$ cat src/inc/dps_pkg.sv
package dps_pkg;
  localparam int NUM_TOKENS   = 8;
  localparam int IDX_W        = 3;
  localparam int DATA_W       = 16;
  localparam int ADDR_W       = 13;
  // pin timing in ns, converted to mclk cycles
  localparam int CLK_PERIOD_NS = 5;
  localparam int SETUP_NS      = 20;
  localparam int STROBE_NS     = 25;
  localparam int SETUP_CYC  = (SETUP_NS + CLK_PERIOD_NS - 1) / CLK_PERIOD_NS;
  localparam int STROBE_CYC = (STROBE_NS + CLK_PERIOD_NS - 1) / CLK_PERIOD_NS;
  localparam int CNT_W      = 4;
  localparam logic FLAG_TAKE = 1'b0;
  localparam logic FLAG_FREE = 1'b1;
  typedef enum logic [1:0] {
    DPS_CMD_INIT    = 2'b00,
    DPS_CMD_ACQUIRE = 2'b01,
    DPS_CMD_RELEASE = 2'b10,
    DPS_CMD_POLL    = 2'b11
  } dps_cmd_t;
endpackage

$ cat src/hw/dps_host.sv
`timescale 1ns/100ps
// What this block does
// - host initializes semaphores after power-up itself.
// - init writes one into every semaphore location.
// - acquire by writing zero then reading back; zero means granted.
// - owner releases a token by writing one to it.
module dps_host #(
  parameter int ADDR_W = dps_pkg::ADDR_W,
  parameter int DATA_W = dps_pkg::DATA_W
) (
  input  wire logic                       mclk,
  input  wire logic                       rst,
  input  wire logic                       cmd_valid,
  input  wire dps_pkg::dps_cmd_t          cmd_op,
  input  wire logic [dps_pkg::IDX_W-1:0]  cmd_index,
  output logic                            cmd_ready_q,
  output logic                            rsp_valid_q,
  output logic                            rsp_granted_q,
  output logic [dps_pkg::NUM_TOKENS-1:0]  owned_q,
  output logic                            init_done_q,
  output logic                            semaphore_select_n_q,
  output logic                            oe_n_q,
  output logic                            rw_n_q,
  output logic [ADDR_W-1:0]               addr_q,
  input  wire logic [DATA_W-1:0]          io_in,
  output logic [DATA_W-1:0]               io_out_q,
  output logic                            io_oe_q
);
  if (ADDR_W < dps_pkg::IDX_W) begin : g_bad_addr
    $error("dps_host: address width cannot hold a token index");
  end
  if (DATA_W < 1) begin : g_bad_data
    $error("dps_host: data width must be at least one");
  end
  if (dps_pkg::SETUP_CYC >= 2 ** dps_pkg::CNT_W ||
      dps_pkg::STROBE_CYC >= 2 ** dps_pkg::CNT_W) begin : g_bad_cnt
    $error("dps_host: pin timing counts overflow the cycle counter");
  end
  if (dps_pkg::NUM_TOKENS > 2 ** dps_pkg::IDX_W) begin : g_bad_idx
    $error("dps_host: token count exceeds the index width");
  end

  typedef enum logic [2:0] {
    DPS_ST_INIT  = 3'b000,
    DPS_ST_IDLE  = 3'b001,
    DPS_ST_WR    = 3'b010,
    DPS_ST_RD    = 3'b011,
    DPS_ST_WAIT  = 3'b100
  } dps_st_t;

  localparam logic [dps_pkg::IDX_W-1:0] LAST_IDX = dps_pkg::IDX_W'(dps_pkg::NUM_TOKENS - 1);

  function automatic logic [ADDR_W-1:0] tok_addr(input logic [dps_pkg::IDX_W-1:0] idx);
    tok_addr = {{(ADDR_W - dps_pkg::IDX_W){1'b0}}, idx};
  endfunction

  // a pin cycle of the given kind has just come back
  function automatic logic cycle_end(input dps_st_t st, input logic done,
                                     input dps_st_t ret, input dps_st_t kind);
    cycle_end = (st == DPS_ST_WAIT) && done && (ret == kind);
  endfunction

  // zero read back means this port holds the token
  function automatic logic is_grant(input logic rbit);
    is_grant = (rbit == dps_pkg::FLAG_TAKE);
  endfunction

  dps_st_t                     st_q;
  dps_st_t                     ret_q;
  dps_pkg::dps_cmd_t           op_q;
  logic [dps_pkg::IDX_W-1:0]   idx_q;
  logic                        pc_start_q;
  logic                        pc_wr_q;
  logic                        pc_bit_q;
  logic                        pc_done;
  logic                        pc_rbit;
  logic                        init_step_end;
  logic                        cmd_end;

  assign init_step_end = cycle_end(st_q, pc_done, ret_q, DPS_ST_INIT);
  assign cmd_end       = cycle_end(st_q, pc_done, ret_q, DPS_ST_IDLE);

  dps_pin_cycle #(.ADDR_W(ADDR_W), .DATA_W(DATA_W)) u_cycle (
    .mclk      (mclk),
    .rst       (rst),
    .start     (pc_start_q),
    .is_write  (pc_wr_q),
    .addr      (tok_addr(idx_q)),
    .wdata_bit (pc_bit_q),
    .io_in     (io_in),
    .done_q    (pc_done),
    .rbit_q    (pc_rbit),
    .sem_n_q   (semaphore_select_n_q),
    .oe_n_q    (oe_n_q),
    .rw_n_q    (rw_n_q),
    .addr_q    (addr_q),
    .io_out_q  (io_out_q),
    .io_oe_q   (io_oe_q)
  );

  // sequencing of commands onto pin cycles
  always_ff @(posedge mclk or posedge rst) begin
    if (rst) begin
      st_q        <= DPS_ST_INIT;
      ret_q       <= DPS_ST_INIT;
      op_q        <= dps_pkg::DPS_CMD_INIT;
      idx_q       <= '0;
      pc_start_q  <= 1'b0;
      pc_wr_q     <= 1'b0;
      pc_bit_q    <= dps_pkg::FLAG_FREE;
      cmd_ready_q <= 1'b0;
    end else begin
      pc_start_q <= 1'b0;
      case (st_q)
        DPS_ST_INIT: begin
          // free every token after reset
          pc_wr_q    <= 1'b1;
          pc_bit_q   <= dps_pkg::FLAG_FREE;
          pc_start_q <= 1'b1;
          ret_q      <= DPS_ST_INIT;
          st_q       <= DPS_ST_WAIT;
        end
        DPS_ST_IDLE: begin
          if (cmd_valid && cmd_ready_q) begin
            cmd_ready_q <= 1'b0;
            op_q        <= cmd_op;
            idx_q       <= cmd_index;
            case (cmd_op)
              dps_pkg::DPS_CMD_INIT: begin
                idx_q       <= '0;
                st_q        <= DPS_ST_INIT;
              end
              dps_pkg::DPS_CMD_POLL: st_q <= DPS_ST_RD;
              default: st_q <= DPS_ST_WR;
            endcase
          end else begin
            cmd_ready_q <= 1'b1;
          end
        end
        DPS_ST_WR: begin
          pc_wr_q    <= 1'b1;
          pc_bit_q   <= (op_q == dps_pkg::DPS_CMD_RELEASE) ?
                        dps_pkg::FLAG_FREE : dps_pkg::FLAG_TAKE;
          pc_start_q <= 1'b1;
          ret_q      <= (op_q == dps_pkg::DPS_CMD_ACQUIRE) ? DPS_ST_RD : DPS_ST_IDLE;
          st_q       <= DPS_ST_WAIT;
        end
        DPS_ST_RD: begin
          pc_wr_q    <= 1'b0;
          pc_start_q <= 1'b1;
          ret_q      <= DPS_ST_IDLE;
          st_q       <= DPS_ST_WAIT;
        end
        DPS_ST_WAIT: begin
          if (pc_done) begin
            if (ret_q == DPS_ST_INIT) begin
              if (idx_q == LAST_IDX) begin
                idx_q       <= '0;
                st_q        <= DPS_ST_IDLE;
              end else begin
                idx_q <= idx_q + 1'b1;
                st_q  <= DPS_ST_INIT;
              end
            end else begin
              st_q <= ret_q;
            end
          end
        end
        default: st_q <= DPS_ST_INIT;
      endcase
    end
  end

  // one-cycle answer strobe
  always_ff @(posedge mclk or posedge rst) begin
    if (rst) begin
      rsp_valid_q <= 1'b0;
    end else begin
      rsp_valid_q <= cmd_end;
    end
  end

  // grant flag holds until the next answer
  always_ff @(posedge mclk or posedge rst) begin
    if (rst) begin
      rsp_granted_q <= 1'b0;
    end else if (cmd_end) begin
      if (op_q == dps_pkg::DPS_CMD_RELEASE) begin
        rsp_granted_q <= 1'b0;
      end else begin
        rsp_granted_q <= is_grant(pc_rbit);
      end
    end
  end

  // local view of held tokens
  always_ff @(posedge mclk or posedge rst) begin
    if (rst) begin
      owned_q <= '0;
    end else if (init_step_end) begin
      owned_q <= '0;
    end else if (cmd_end) begin
      if (op_q == dps_pkg::DPS_CMD_RELEASE) begin
        owned_q[idx_q] <= 1'b0;
      end else begin
        owned_q[idx_q] <= is_grant(pc_rbit);
      end
    end
  end

  // high once every token has been freed
  always_ff @(posedge mclk or posedge rst) begin
    if (rst) begin
      init_done_q <= 1'b0;
    end else if (st_q == DPS_ST_IDLE && cmd_valid && cmd_ready_q &&
                 cmd_op == dps_pkg::DPS_CMD_INIT) begin
      init_done_q <= 1'b0;
    end else if (init_step_end && idx_q == LAST_IDX) begin
      init_done_q <= 1'b1;
    end
  end
endmodule

$ cat src/hw/dps_pin_cycle.sv
`timescale 1ns/100ps
// one semaphore-space access on the port pins, strobes released between cycles
module dps_pin_cycle #(
  parameter int ADDR_W = dps_pkg::ADDR_W,
  parameter int DATA_W = dps_pkg::DATA_W
) (
  input  wire logic              mclk,
  input  wire logic              rst,
  input  wire logic              start,
  input  wire logic              is_write,
  input  wire logic [ADDR_W-1:0] addr,
  input  wire logic              wdata_bit,
  input  wire logic [DATA_W-1:0] io_in,
  output logic                   done_q,
  output logic                   rbit_q,
  output logic                   sem_n_q,
  output logic                   oe_n_q,
  output logic                   rw_n_q,
  output logic [ADDR_W-1:0]      addr_q,
  output logic [DATA_W-1:0]      io_out_q,
  output logic                   io_oe_q
);
  typedef enum logic [1:0] {
    DPS_PC_IDLE  = 2'b00,
    DPS_PC_SETUP = 2'b01,
    DPS_PC_STRB  = 2'b10,
    DPS_PC_DONE  = 2'b11
  } dps_pc_t;

  localparam logic [dps_pkg::CNT_W-1:0] SETUP_N = dps_pkg::CNT_W'(dps_pkg::SETUP_CYC);
  localparam logic [dps_pkg::CNT_W-1:0] STRB_N  = dps_pkg::CNT_W'(dps_pkg::STROBE_CYC);

  dps_pc_t                   st_q;
  logic [dps_pkg::CNT_W-1:0] cnt_q;
  logic                      wr_q;

  always_ff @(posedge mclk or posedge rst) begin
    if (rst) begin
      st_q     <= DPS_PC_IDLE;
      cnt_q    <= '0;
      wr_q     <= 1'b0;
      done_q   <= 1'b0;
      rbit_q   <= 1'b1;
      sem_n_q  <= 1'b1;
      oe_n_q   <= 1'b1;
      rw_n_q   <= 1'b1;
      addr_q   <= '0;
      io_out_q <= '1;
      io_oe_q  <= 1'b0;
    end else begin
      done_q <= 1'b0;
      case (st_q)
        DPS_PC_IDLE: begin
          if (start) begin
            wr_q     <= is_write;
            addr_q   <= addr;
            io_out_q <= {DATA_W{wdata_bit}};
            io_oe_q  <= is_write;
            rw_n_q   <= ~is_write;
            sem_n_q  <= 1'b0;
            cnt_q    <= SETUP_N;
            st_q     <= DPS_PC_SETUP;
          end
        end
        DPS_PC_SETUP: begin
          if (cnt_q <= 1) begin
            oe_n_q <= wr_q;
            cnt_q  <= STRB_N;
            st_q   <= DPS_PC_STRB;
          end else begin
            cnt_q <= cnt_q - 1'b1;
          end
        end
        DPS_PC_STRB: begin
          if (cnt_q <= 1) begin
            rbit_q  <= io_in[0];
            sem_n_q <= 1'b1;
            oe_n_q  <= 1'b1;
            rw_n_q  <= 1'b1;
            io_oe_q <= 1'b0;
            st_q    <= DPS_PC_DONE;
          end else begin
            cnt_q <= cnt_q - 1'b1;
          end
        end
        DPS_PC_DONE: begin
          done_q <= 1'b1;
          st_q   <= DPS_PC_IDLE;
        end
        default: st_q <= DPS_PC_IDLE;
      endcase
    end
  end
endmodule

$ cat config.mk
export PLATFORM = sky130hd
export DESIGN_NAME = dps_host
export DESIGN_NICKNAME = d
export VERILOG_FILES = /design/src/inc/dps_pkg.sv /design/src/hw/dps_host.sv /design/src/hw/dps_pin_cycle.sv
export SDC_FILE = /design/constraint.sdc
export NUM_CORES = 1
export LEC_CHECK = 0
export ABC_CLOCK_PERIOD_IN_PS = 1700
export BUFFER_PORTS_ARGS = -buffer_cell sky130_fd_sc_hd__buf_2
export CAP_MARGIN = 15
export CORE_MARGIN = 5
export CORE_UTILIZATION = 45
export DETAILED_ROUTE_END_ITERATION = 10
export GPL_TIMING_DRIVEN = 0
export PLACE_DENSITY_LB_ADDON = 0.12
export SLEW_MARGIN = 5
export SYNTH_ARGS = -nofsm -noshare
export SYNTH_HDL_FRONTEND = slang
export SYNTH_SLANG_ARGS = --single-unit
$ cat constraint.sdc
create_clock -name mclk -period 1.7 [get_ports mclk]
set_input_delay 0.34 -clock mclk [delete_from_list [all_inputs] [get_ports mclk]]
set_output_delay 0.34 -clock mclk [all_outputs]
set_load 0.1 [all_outputs]
* Yosys cells after proc, flatten, opt, wreduce, memory -nomap -nowiden
Cells that the tools add are included.
Widths: inputs -> output; s select.
** Cells by class
- Shift-type cells :: 0
- Muxes and demuxes :: 47
- Divide/modulo/power cells :: 0
- Eq/ne operators :: 19
- $lt $le $gt $ge :: 3
- Multiply operators :: 0
- Reductions and logical operators :: 33
- Bitwise logic cells :: 4
- Add/sub/neg operators :: 2
** Operators by type and width (number)
- $mux 3 :: 8
- $mux 8 :: 3
- $pmux 3 s3 :: 2
- $mux 1 :: 15
- $reduce_bool 2->1 :: 7
- $mux 4 :: 3
- $pmux 1 s2 :: 6
- $pmux 4 s3 :: 1
- $reduce_and 3->1 :: 4
- $logic_and 1x1->1 :: 9
- $and 8x8->8 :: 1
- $bwmux 8 :: 1
- $eq 2x2->1 const B :: 4
- $mux 2 :: 4
- $ne 2x1->1 const B :: 4
- $not 8->8 :: 1
- $pmux 2 s4 :: 1
- $reduce_and 2->1 :: 4
- $eq 3x1->1 const B :: 2
- $eq 3x2->1 const B :: 2
- $eq 3x3->1 const B :: 2
- $logic_not 3->1 :: 2
- $ne 2x2->1 const B :: 3
- $pmux 3 s2 :: 1
- other kinds (14) :: 18
** Storage, ports and cells
- Output and inout bits :: 45
- Memories kept :: 0
- RAM bits :: 0
- Bits of input ports :: 24
- Logic and storage cells :: 131
- Flip-flop bits (word level) :: 43
- Bits in latches :: 0
- Bits in read-only memories :: 0

* Longest topological paths before layout
Gate-level depths: netlist of the first run.
- Depth in word-level cells :: 9
- Depth in mapped cells :: 6
- Mapped depth without buffers :: 6

* Hierarchy
A second synthesis of the first run with hierarchy kept.
** Unflattened totals
- Cells, all modules :: 249
- Area total of the unflattened synthesis :: 2711.4 µm²
** Modules (own cells, without submodules)
- dps_pin_cycle :: area each 1360.1 µm², cells each 117, seq. area each 681.9 µm², instances 1
- dps_host :: area each 1351.3 µm², cells each 132, seq. area each 626.9 µm², instances 1

* Worst setup path after synthesis of the first run
Ideal clock, no wire load.
- Path type :: reg-to-reg
- From :: reg cmd_ready_q
- To :: reg op_q[0]
- Setup slack :: -267 ps
- Setup time :: 125 ps
- Clock period less this slack :: 1967 ps
- Data arrival time :: 1843 ps
- Cell stages (with the launch flop) :: 4
- Path buffers :: 0
- Required time :: 1575 ps
- Cell sequence :: dfrtp_1 nand2_1 nor3_4 mux2_2
** Between the ends
- Longest elaborated chain between the ends :: 2
** Ends and longest elaborated chain
- start: declaration :: RTL line dps_host.sv:16 : output logic cmd_ready_q,
- start signal: assignment :: RTL line dps_host.sv:111 : cmd_ready_q <= 1'b0;
- start signal: assignment :: RTL line dps_host.sv:125 : cmd_ready_q <= 1'b0;
- start signal: assignment :: RTL line dps_host.sv:137 : cmd_ready_q <= 1'b1;
- $logic_and 1x1->1 :: RTL line dps_host.sv:124 : if (cmd_valid && cmd_ready_q) begin
- $reduce_and 2->1 (no source line)
- end signal: assignment :: RTL line dps_host.sv:106 : op_q <= dps_pkg::DPS_CMD_INIT;
- end signal: assignment :: RTL line dps_host.sv:126 : op_q <= cmd_op;
- end: declaration :: RTL line dps_host.sv:70 : dps_pkg::dps_cmd_t op_q;
No other way between the ends.
A chain may end at the register's enable or synchronous reset.

==> results of run 1 <==
## flip-flops by register name (all words and copies together) (netlist names), 2 cells and up
| register | flops |
|---|---|
| ret_q | 2 |
| st_q | 3 |
| u_cycle.st_q | 2 |
| u_cycle.addr_q | 3 |
| owned_q | 8 |
| u_cycle.cnt_q | 4 |
| op_q | 2 |
| idx_q | 3 |
## final timing paths
| kind | endpoint | slack [ps] | depth (start not counted) |
|---|---|---|---|
| min | u_cycle.rbit_q | 300 | 2 |
| min in group asynchronous | u_cycle.cnt_q[1] | 560 | 3 |
| min reg2reg | u_cycle.wr_q | 490 | 2 |
| max | io_out_q[6] | 30 | 2 |
| max reg2reg | u_cycle.st_q[1] | 80 | 5 |
| max in group asynchronous | pc_bit_q | 620 | 4 |
## logic make-up after synthesis
| logic type | Yosys count | share of synthesized area |
|---|---|---|
| simple gates | 74 | 0.1716 |
| compound gates | 52 | 0.1394 |
| buf+inv | 44 | 0.1164 |
| flops | 42 | 0.4623 |
| mux | 13 | 0.06120 |
| fa+ha+maj | 8 | 0.04372 |
| other cells | 1 | 0.001638 |
| xor+xnor | 1 | 0.003826 |
## synth_stat cells, types with 2 or more instances
cell type                  count
sky130_fd_sc_hd__buf_2         3
sky130_fd_sc_hd__o41ai_1       2
sky130_fd_sc_hd__dfstp_2       6
sky130_fd_sc_hd__nor2_1       23
sky130_fd_sc_hd__inv_1        11
sky130_fd_sc_hd__nand2_1      17
sky130_fd_sc_hd__o21a_1        2
sky130_fd_sc_hd__nor3_1        8
sky130_fd_sc_hd__o21ai_0      15
sky130_fd_sc_hd__mux2_2        8
sky130_fd_sc_hd__clkbuf_1      4
sky130_fd_sc_hd__nor3b_1       2
sky130_fd_sc_hd__nand2b_1      7
sky130_fd_sc_hd__a32oi_1       3
sky130_fd_sc_hd__mux2i_1       5
sky130_fd_sc_hd__o21ai_1       5
sky130_fd_sc_hd__a21oi_1      13
sky130_fd_sc_hd__ha_1          8
sky130_fd_sc_hd__o22ai_1       2
sky130_fd_sc_hd__or2_2         2
sky130_fd_sc_hd__nand3_1       6
sky130_fd_sc_hd__nand3b_1      3
sky130_fd_sc_hd__buf_4        26
sky130_fd_sc_hd__nor2b_1       2
sky130_fd_sc_hd__dfrtp_1      36
## cell type report
| class | instances | area (um^2) |
|---|---|---|
| Buffer | 33 | 225.2 |
| Clock buffer | 8 | 80.08 |
| Timing Repair Buffer | 48 | 490.5 |
| Inverter | 11 | 41.29 |
| Fill cell | 438 | 2002 |
| Tap cell | 70 | 87.58 |
| Multi-Input combinational cell | 158 | 1020 |
| Sequential cell | 42 | 1064 |
## stage by stage
step / TNS [ps] / hold slack [ps] / setup WS, ps
finish: 0 / 296.0 / 28.44
global route: -16.83 / 288.1 / -16.46
CTS: 0 / 292.1 / 3.290
detailed placement: -327.7 / 302.9 / -157.6
global placement: -8410 / 462.6 / -351.4
floorplan: 0 / 438.3 / 60.05
## layout by cell type, fill, tap and decap left out, types with 2 or more instances in the layout
cell type,instances
sky130_fd_sc_hd__inv_1,10
sky130_fd_sc_hd__nand2_1,17
sky130_fd_sc_hd__nor2b_1,2
sky130_fd_sc_hd__nand3_1,6
sky130_fd_sc_hd__ha_2,2
sky130_fd_sc_hd__o22ai_1,2
sky130_fd_sc_hd__buf_4,30
sky130_fd_sc_hd__dfstp_2,5
sky130_fd_sc_hd__nor3_1,8
sky130_fd_sc_hd__dfrtp_1,35
sky130_fd_sc_hd__o21ai_2,2
sky130_fd_sc_hd__mux2i_1,5
sky130_fd_sc_hd__clkbuf_8,5
sky130_fd_sc_hd__buf_2,30
sky130_fd_sc_hd__a32oi_1,3
sky130_fd_sc_hd__ha_1,6
sky130_fd_sc_hd__mux2_2,8
sky130_fd_sc_hd__nand3b_1,3
sky130_fd_sc_hd__clkbuf_1,7
sky130_fd_sc_hd__o21ai_1,6
sky130_fd_sc_hd__o21ai_0,12
sky130_fd_sc_hd__or2_2,2
sky130_fd_sc_hd__o41ai_1,2
sky130_fd_sc_hd__nor3b_1,2
sky130_fd_sc_hd__a21oi_1,13
sky130_fd_sc_hd__conb_1,10
sky130_fd_sc_hd__nor2_1,23
sky130_fd_sc_hd__buf_12,15
sky130_fd_sc_hd__nand2b_1,6
## per-layer routing
| metal | wire length (um) | track usage |
|---|---|---|
| met3 | 180 | 0.02772 |
| met2 | 2415 | 0.2435 |
| met4 | 42 | 0.05068 |
| met1 | 2099 | 0.1950 |
| met5 | 0 | 0 |
## worst max-delay path: cells and delay by family, from the launching register on
family | cells | cell delay (ps)
DFF | 1 | 710
buffers and inverters | 2 | 330
## what timing repair did
item / 4_1_cts / 5_1_grt
hold buffers: 1 / 0
setup buffers: 0 / 3
endpoints found under the setup margin: 22 / 25
resized for setup: 34 / 35
hold endpoints to repair: 10 / 0
==> flow_metrics.env, run 1 <==
export IMPL_syn_mean_instance_area_um2=9.743
export IMPL_netlist_area_mm2=0.002290
export IMPL_gr_usage_all_layers=0.1481
export IMPL_critical_path_max_stage_delay_ps=710
export IMPL_grt_first_pass_wirelength_mm=7.672
export IMPL_buffer_ports_inserted=43
export IMPL_first_global_vias=1648
export IMPL_synth_top_cells_by_area="sky130_fd_sc_hd__dfrtp_1 39%, sky130_fd_sc_hd__buf_4 8.5%, sky130_fd_sc_hd__dfstp_2 6.9%"
export IMPL_report_final_hold_viol_count=0
export IMPL_placedInstanceArea_mm2=0.002651
export IMPL_synth_cell_types=41
export IMPL_cell_by_cell_listing_of_the_critical_path="buf_4 -> buf_8"
export IMPL_drt_total_wl_mm=4.737
export IMPL_setup_viol=0
export IMPL_maxCapViolations=0
export IMPL_fmax_mhz=598.2
export IMPL_clock_tree_from_tritoncts="built"
export IMPL_floorplan_die_height_um=81.33
export IMPL_cts_max_level=2
export IMPL_clock_path_buffers=2
export IMPL_initial_antenna_violation_count=0
export IMPL_clock_sink_count=42
export IMPL_fin_worst_skew_ps=4.357
export IMPL_grt_max_degree=31
export IMPL_post_route_cells_drive_above_1_share=0.3600
export IMPL_synthArstFlopShare=1.000
export IMPL_dpl_wire_length_mm=3.368
export IMPL_synthCells=235
export IMPL_dpl_cells=358
export IMPL_critical_path_slowest_cell="sky130_fd_sc_hd__dfstp_4"
export IMPL_ys_flop_type="sky130_fd_sc_hd__dfrtp_1"
export IMPL_worst_skew_pair_late_latency_ps=280
export IMPL_cts_inserted_buffers=5
export IMPL_part_of_the_yosys_area_used_for_sequential_elements=0.4623
export IMPL_remaining_drcs=0
export IMPL_ys_warn_count=0
export IMPL_worst_hold_path_type="input pin to register"
export IMPL_criticalPathCategory="register to output pin"
export IMPL_arrival_ps=1330
export IMPL_cp_end_kind="output pin"
export IMPL_setup_worst_path_start_class="register"
export IMPL_fp_dieArea_mm2=0.006615
export IMPL_synthDominantAreaCellType="sky130_fd_sc_hd__dfrtp_1"
export IMPL_startpoint="u_cycle.io_out_q[0]"
export IMPL_clk_pin_slew_worst_paths_ps=80
export IMPL_area_growth_synth_to_final_pct=31.37
export IMPL_gp_congestion=0.7571
export IMPL_route_detailed_wl_per_inst_um=12.80
export IMPL_detailedRoute_firstIterationViolations=72
export IMPL_run_status="complete, no violations"
export IMPL_edff_count_synth=0
export IMPL_min_period_over_period=0.9833
export IMPL_clockRootBuffer="sky130_fd_sc_hd__clkbuf_8"
export IMPL_stdcell_count=370
export IMPL_chipWidth_um=81.33
export IMPL_holdCritStartpoint="io_in[0]"
export IMPL_r2r_start="u_cycle.cnt_q[0]"
export IMPL_rows=26
export IMPL_floorplan_io_pins=69
export IMPL_floorplan_initialDensity=0.4570
export IMPL_antenna_diode_count=0
export IMPL_period_minus_slack_ps=1672
export IMPL_layout_net_count=331
export IMPL_ant_nets=0
export IMPL_cp_data_required_time_ps=1360
export IMPL_via_per_inst=4.830
export IMPL_worst_path_max_fanout=17
export IMPL_synth_ff_latch_count=42
export IMPL_globalRouteOverflowTotal=0
export IMPL_drt_pre_antenna_iters=4
export IMPL_slew_viol_final=0
export IMPL_core_region_area_mm2=0.005010
export IMPL_synthDominantCellAreaShare=0.3934
export IMPL_grt_setup_unrepaired="true"
export IMPL_layout_core_utilization=0.6004
export IMPL_finish_instance_area_mm2=0.003008
export IMPL_vias=1787
Power of run 1 is left out: the tool's default activity adds up to more than one toggle a clock period on the data nets, which glitch-free logic cannot reach.
==> run 2, diff against run 1 <==
==> constraint.sdc (replaced) <==
create_clock -name mclk -period 1.7 [get_ports mclk]
set_input_delay 0.17 -clock mclk [delete_from_list [all_inputs] [get_ports mclk]]
set_output_delay 0.17 -clock mclk [all_outputs]
set_load 0.1 [all_outputs]
==> flow_metrics.env, run 2 (same netlist as run 1, synthesis figures left out) <==
export IMPL_route_detailed_wl_per_inst_um=12.36
export IMPL_floorplan_die_height_um=81.33
export IMPL_via_per_inst=4.807
export IMPL_critical_path_max_stage_delay_ps=700
export IMPL_clock_tree_from_tritoncts="built"
export IMPL_first_global_vias=1616
export IMPL_critical_path_slowest_cell="sky130_fd_sc_hd__dfstp_2"
export IMPL_crit_buf_inv=2
export IMPL_cell_by_cell_listing_of_the_critical_path="buf_4 -> buf_4"
export IMPL_grt_setup_unrepaired="false"
export IMPL_globalRouteOverflowTotal=0
export IMPL_period_minus_slack_ps=1596
export IMPL_maxCapViolations=0
export IMPL_worst_path_max_fanout=17
export IMPL_top_regs="owned_q (8), u_cycle.cnt_q (4)"
export IMPL_placedInstanceArea_mm2=0.002648
export IMPL_run_status="complete, no violations"
export IMPL_cts_inserted_buffers=5
export IMPL_fp_dieArea_mm2=0.006615
export IMPL_cts_max_level=2
export IMPL_worst_skew_pair_late_latency_ps=290
export IMPL_initial_antenna_violation_count=0
export IMPL_rows=26
export IMPL_dpl_wire_length_mm=3.402
export IMPL_chipWidth_um=81.33
export IMPL_fmax_mhz=626.4
export IMPL_clk_pin_slew_worst_paths_ps=70
export IMPL_remaining_drcs=0
export IMPL_grt_max_degree=35
export IMPL_vias=1769
export IMPL_slew_headroom=0.6479
export IMPL_antenna_diode_count=0
export IMPL_slew_viol_final=0
export IMPL_cp_end_kind="output pin"
export IMPL_seqCellArea_mm2=0.001060
export IMPL_detailedRoute_firstIterationViolations=74
export IMPL_tightestPinTransition_ps=523.4
export IMPL_layout_net_count=329
export IMPL_floorplan_initialDensity=0.4570
export IMPL_fin_worst_skew_ps=10.09
export IMPL_floorplan_io_pins=69
export IMPL_post_route_cells_drive_above_1_share=0.3624
export IMPL_leading_cell_type_in_the_layout_fill_and_taps_excluded="sky130_fd_sc_hd__buf_4"
export IMPL_grt_first_pass_wirelength_mm=7.590
export IMPL_clock_path_buffers=2
export IMPL_clockRootBuffer="sky130_fd_sc_hd__clkbuf_8"
export IMPL_criticalPathCategory="register to output pin"
export IMPL_min_period_over_period=0.9390
export IMPL_critPathTopFamily="flip-flops"
export IMPL_final_cell_mix="42 x sky130_fd_sc_hd__buf_4, 35 x sky130_fd_sc_hd__dfrtp_1, 30 x sky130_fd_sc_hd__buf_2"
export IMPL_drt_total_wl_mm=4.547
export IMPL_multiInputGateArea_mm2=0.001016
export IMPL_setup_worst_path_start_class="register"
export IMPL_finish_instance_area_mm2=0.002839
export IMPL_report_final_hold_viol_count=0
export IMPL_largest_register_by_flop_count="owned_q"
export IMPL_area_growth_synth_to_final_pct=23.99
export IMPL_clock_sink_count=42
export IMPL_cpMostUsedCell="sky130_fd_sc_hd__buf_4"
export IMPL_gr_usage_all_layers=0.1468
export IMPL_buffer_ports_inserted=43
export IMPL_setup_viol=0
export IMPL_largest_register_ff_count=8
export IMPL_drt_pre_antenna_iters=4
export IMPL_gp_congestion=0.7711
export IMPL_cp_data_required_time_ps=1530
export IMPL_arrival_ps=1430
export IMPL_core_region_area_mm2=0.005010
export IMPL_ant_nets=0
export IMPL_filler_cell_count=464
export IMPL_worst_hold_path_type="input pin to register"
run 2: cell type report:
cell class	instances	share of cell area
flip-flops and latches	42	0.3733
multi-input cells	158	0.3579
clock buffers	7	0.03041
repair buffers	46	0.1031
clock inverters	1	0.01058
well taps	70	0.03085
plain buffers	33	0.07933
inverters	11	0.01454
run 2: layer usage:
metal / track usage / vias to the layer above / wire [um]
met1: 0.1986 / 832 / 2084
met3: 0.04324 / 5 / 294
met2: 0.2280 / 34 / 2115
met4: 0.04054 / 0 / 53
met5: 0 / - / 0
li1: - / 898 / -
run 2: final timing paths:
kind                            slack, ps  cells past startpoint           startpoint                  end
worst max-delay path                  100                      2  u_cycle.io_out_q[0]          io_out_q[1]
worst min-delay path                  120                      2             io_in[0]       u_cycle.rbit_q
worst max register to register        110                      5     u_cycle.cnt_q[0]      u_cycle.st_q[1]
worst min register to register        480                      2         u_cycle.wr_q         u_cycle.wr_q
max in group asynchronous             860                      4                  rst  u_cycle.io_out_q[0]
min in group asynchronous             330                      3                  rst      u_cycle.st_q[0]
run 2: repair_timing:
item,CTS,global route
gates resized for setup,18,7
hold buffers,1,0
gates cloned,0,0
pin swaps,0,0
setup endpoints to repair,21,7
hold endpoints to repair,6,0
setup buffers,0,1
run 2: worst reg2reg max path, stage by stage (launching register included):
cell	delay [ps]
sky130_fd_sc_hd__dfrtp_1	390
sky130_fd_sc_hd__inv_1	80
sky130_fd_sc_hd__ha_1	250
sky130_fd_sc_hd__o21a_2	270
sky130_fd_sc_hd__o21ai_2	150
sky130_fd_sc_hd__mux2_2	340
run 2: per-stage QoR:
step                      worst slack (ps)  hold WS (ps)    util  setup TNS (ps)  std cells
after detailed placement            -153.9         95.11  0.5285          -423.3        358
after global routing                 1.732         112.5  0.5667               0        368
final                                103.6         121.8  0.5667               0        368
after global placement              -168.0         426.9  0.5245           -1393        357
after floorplan                      60.05         321.0       -               0        244
after CTS                            6.628         118.2  0.5612               0        367
Power of run 2 is left out for the same reason.
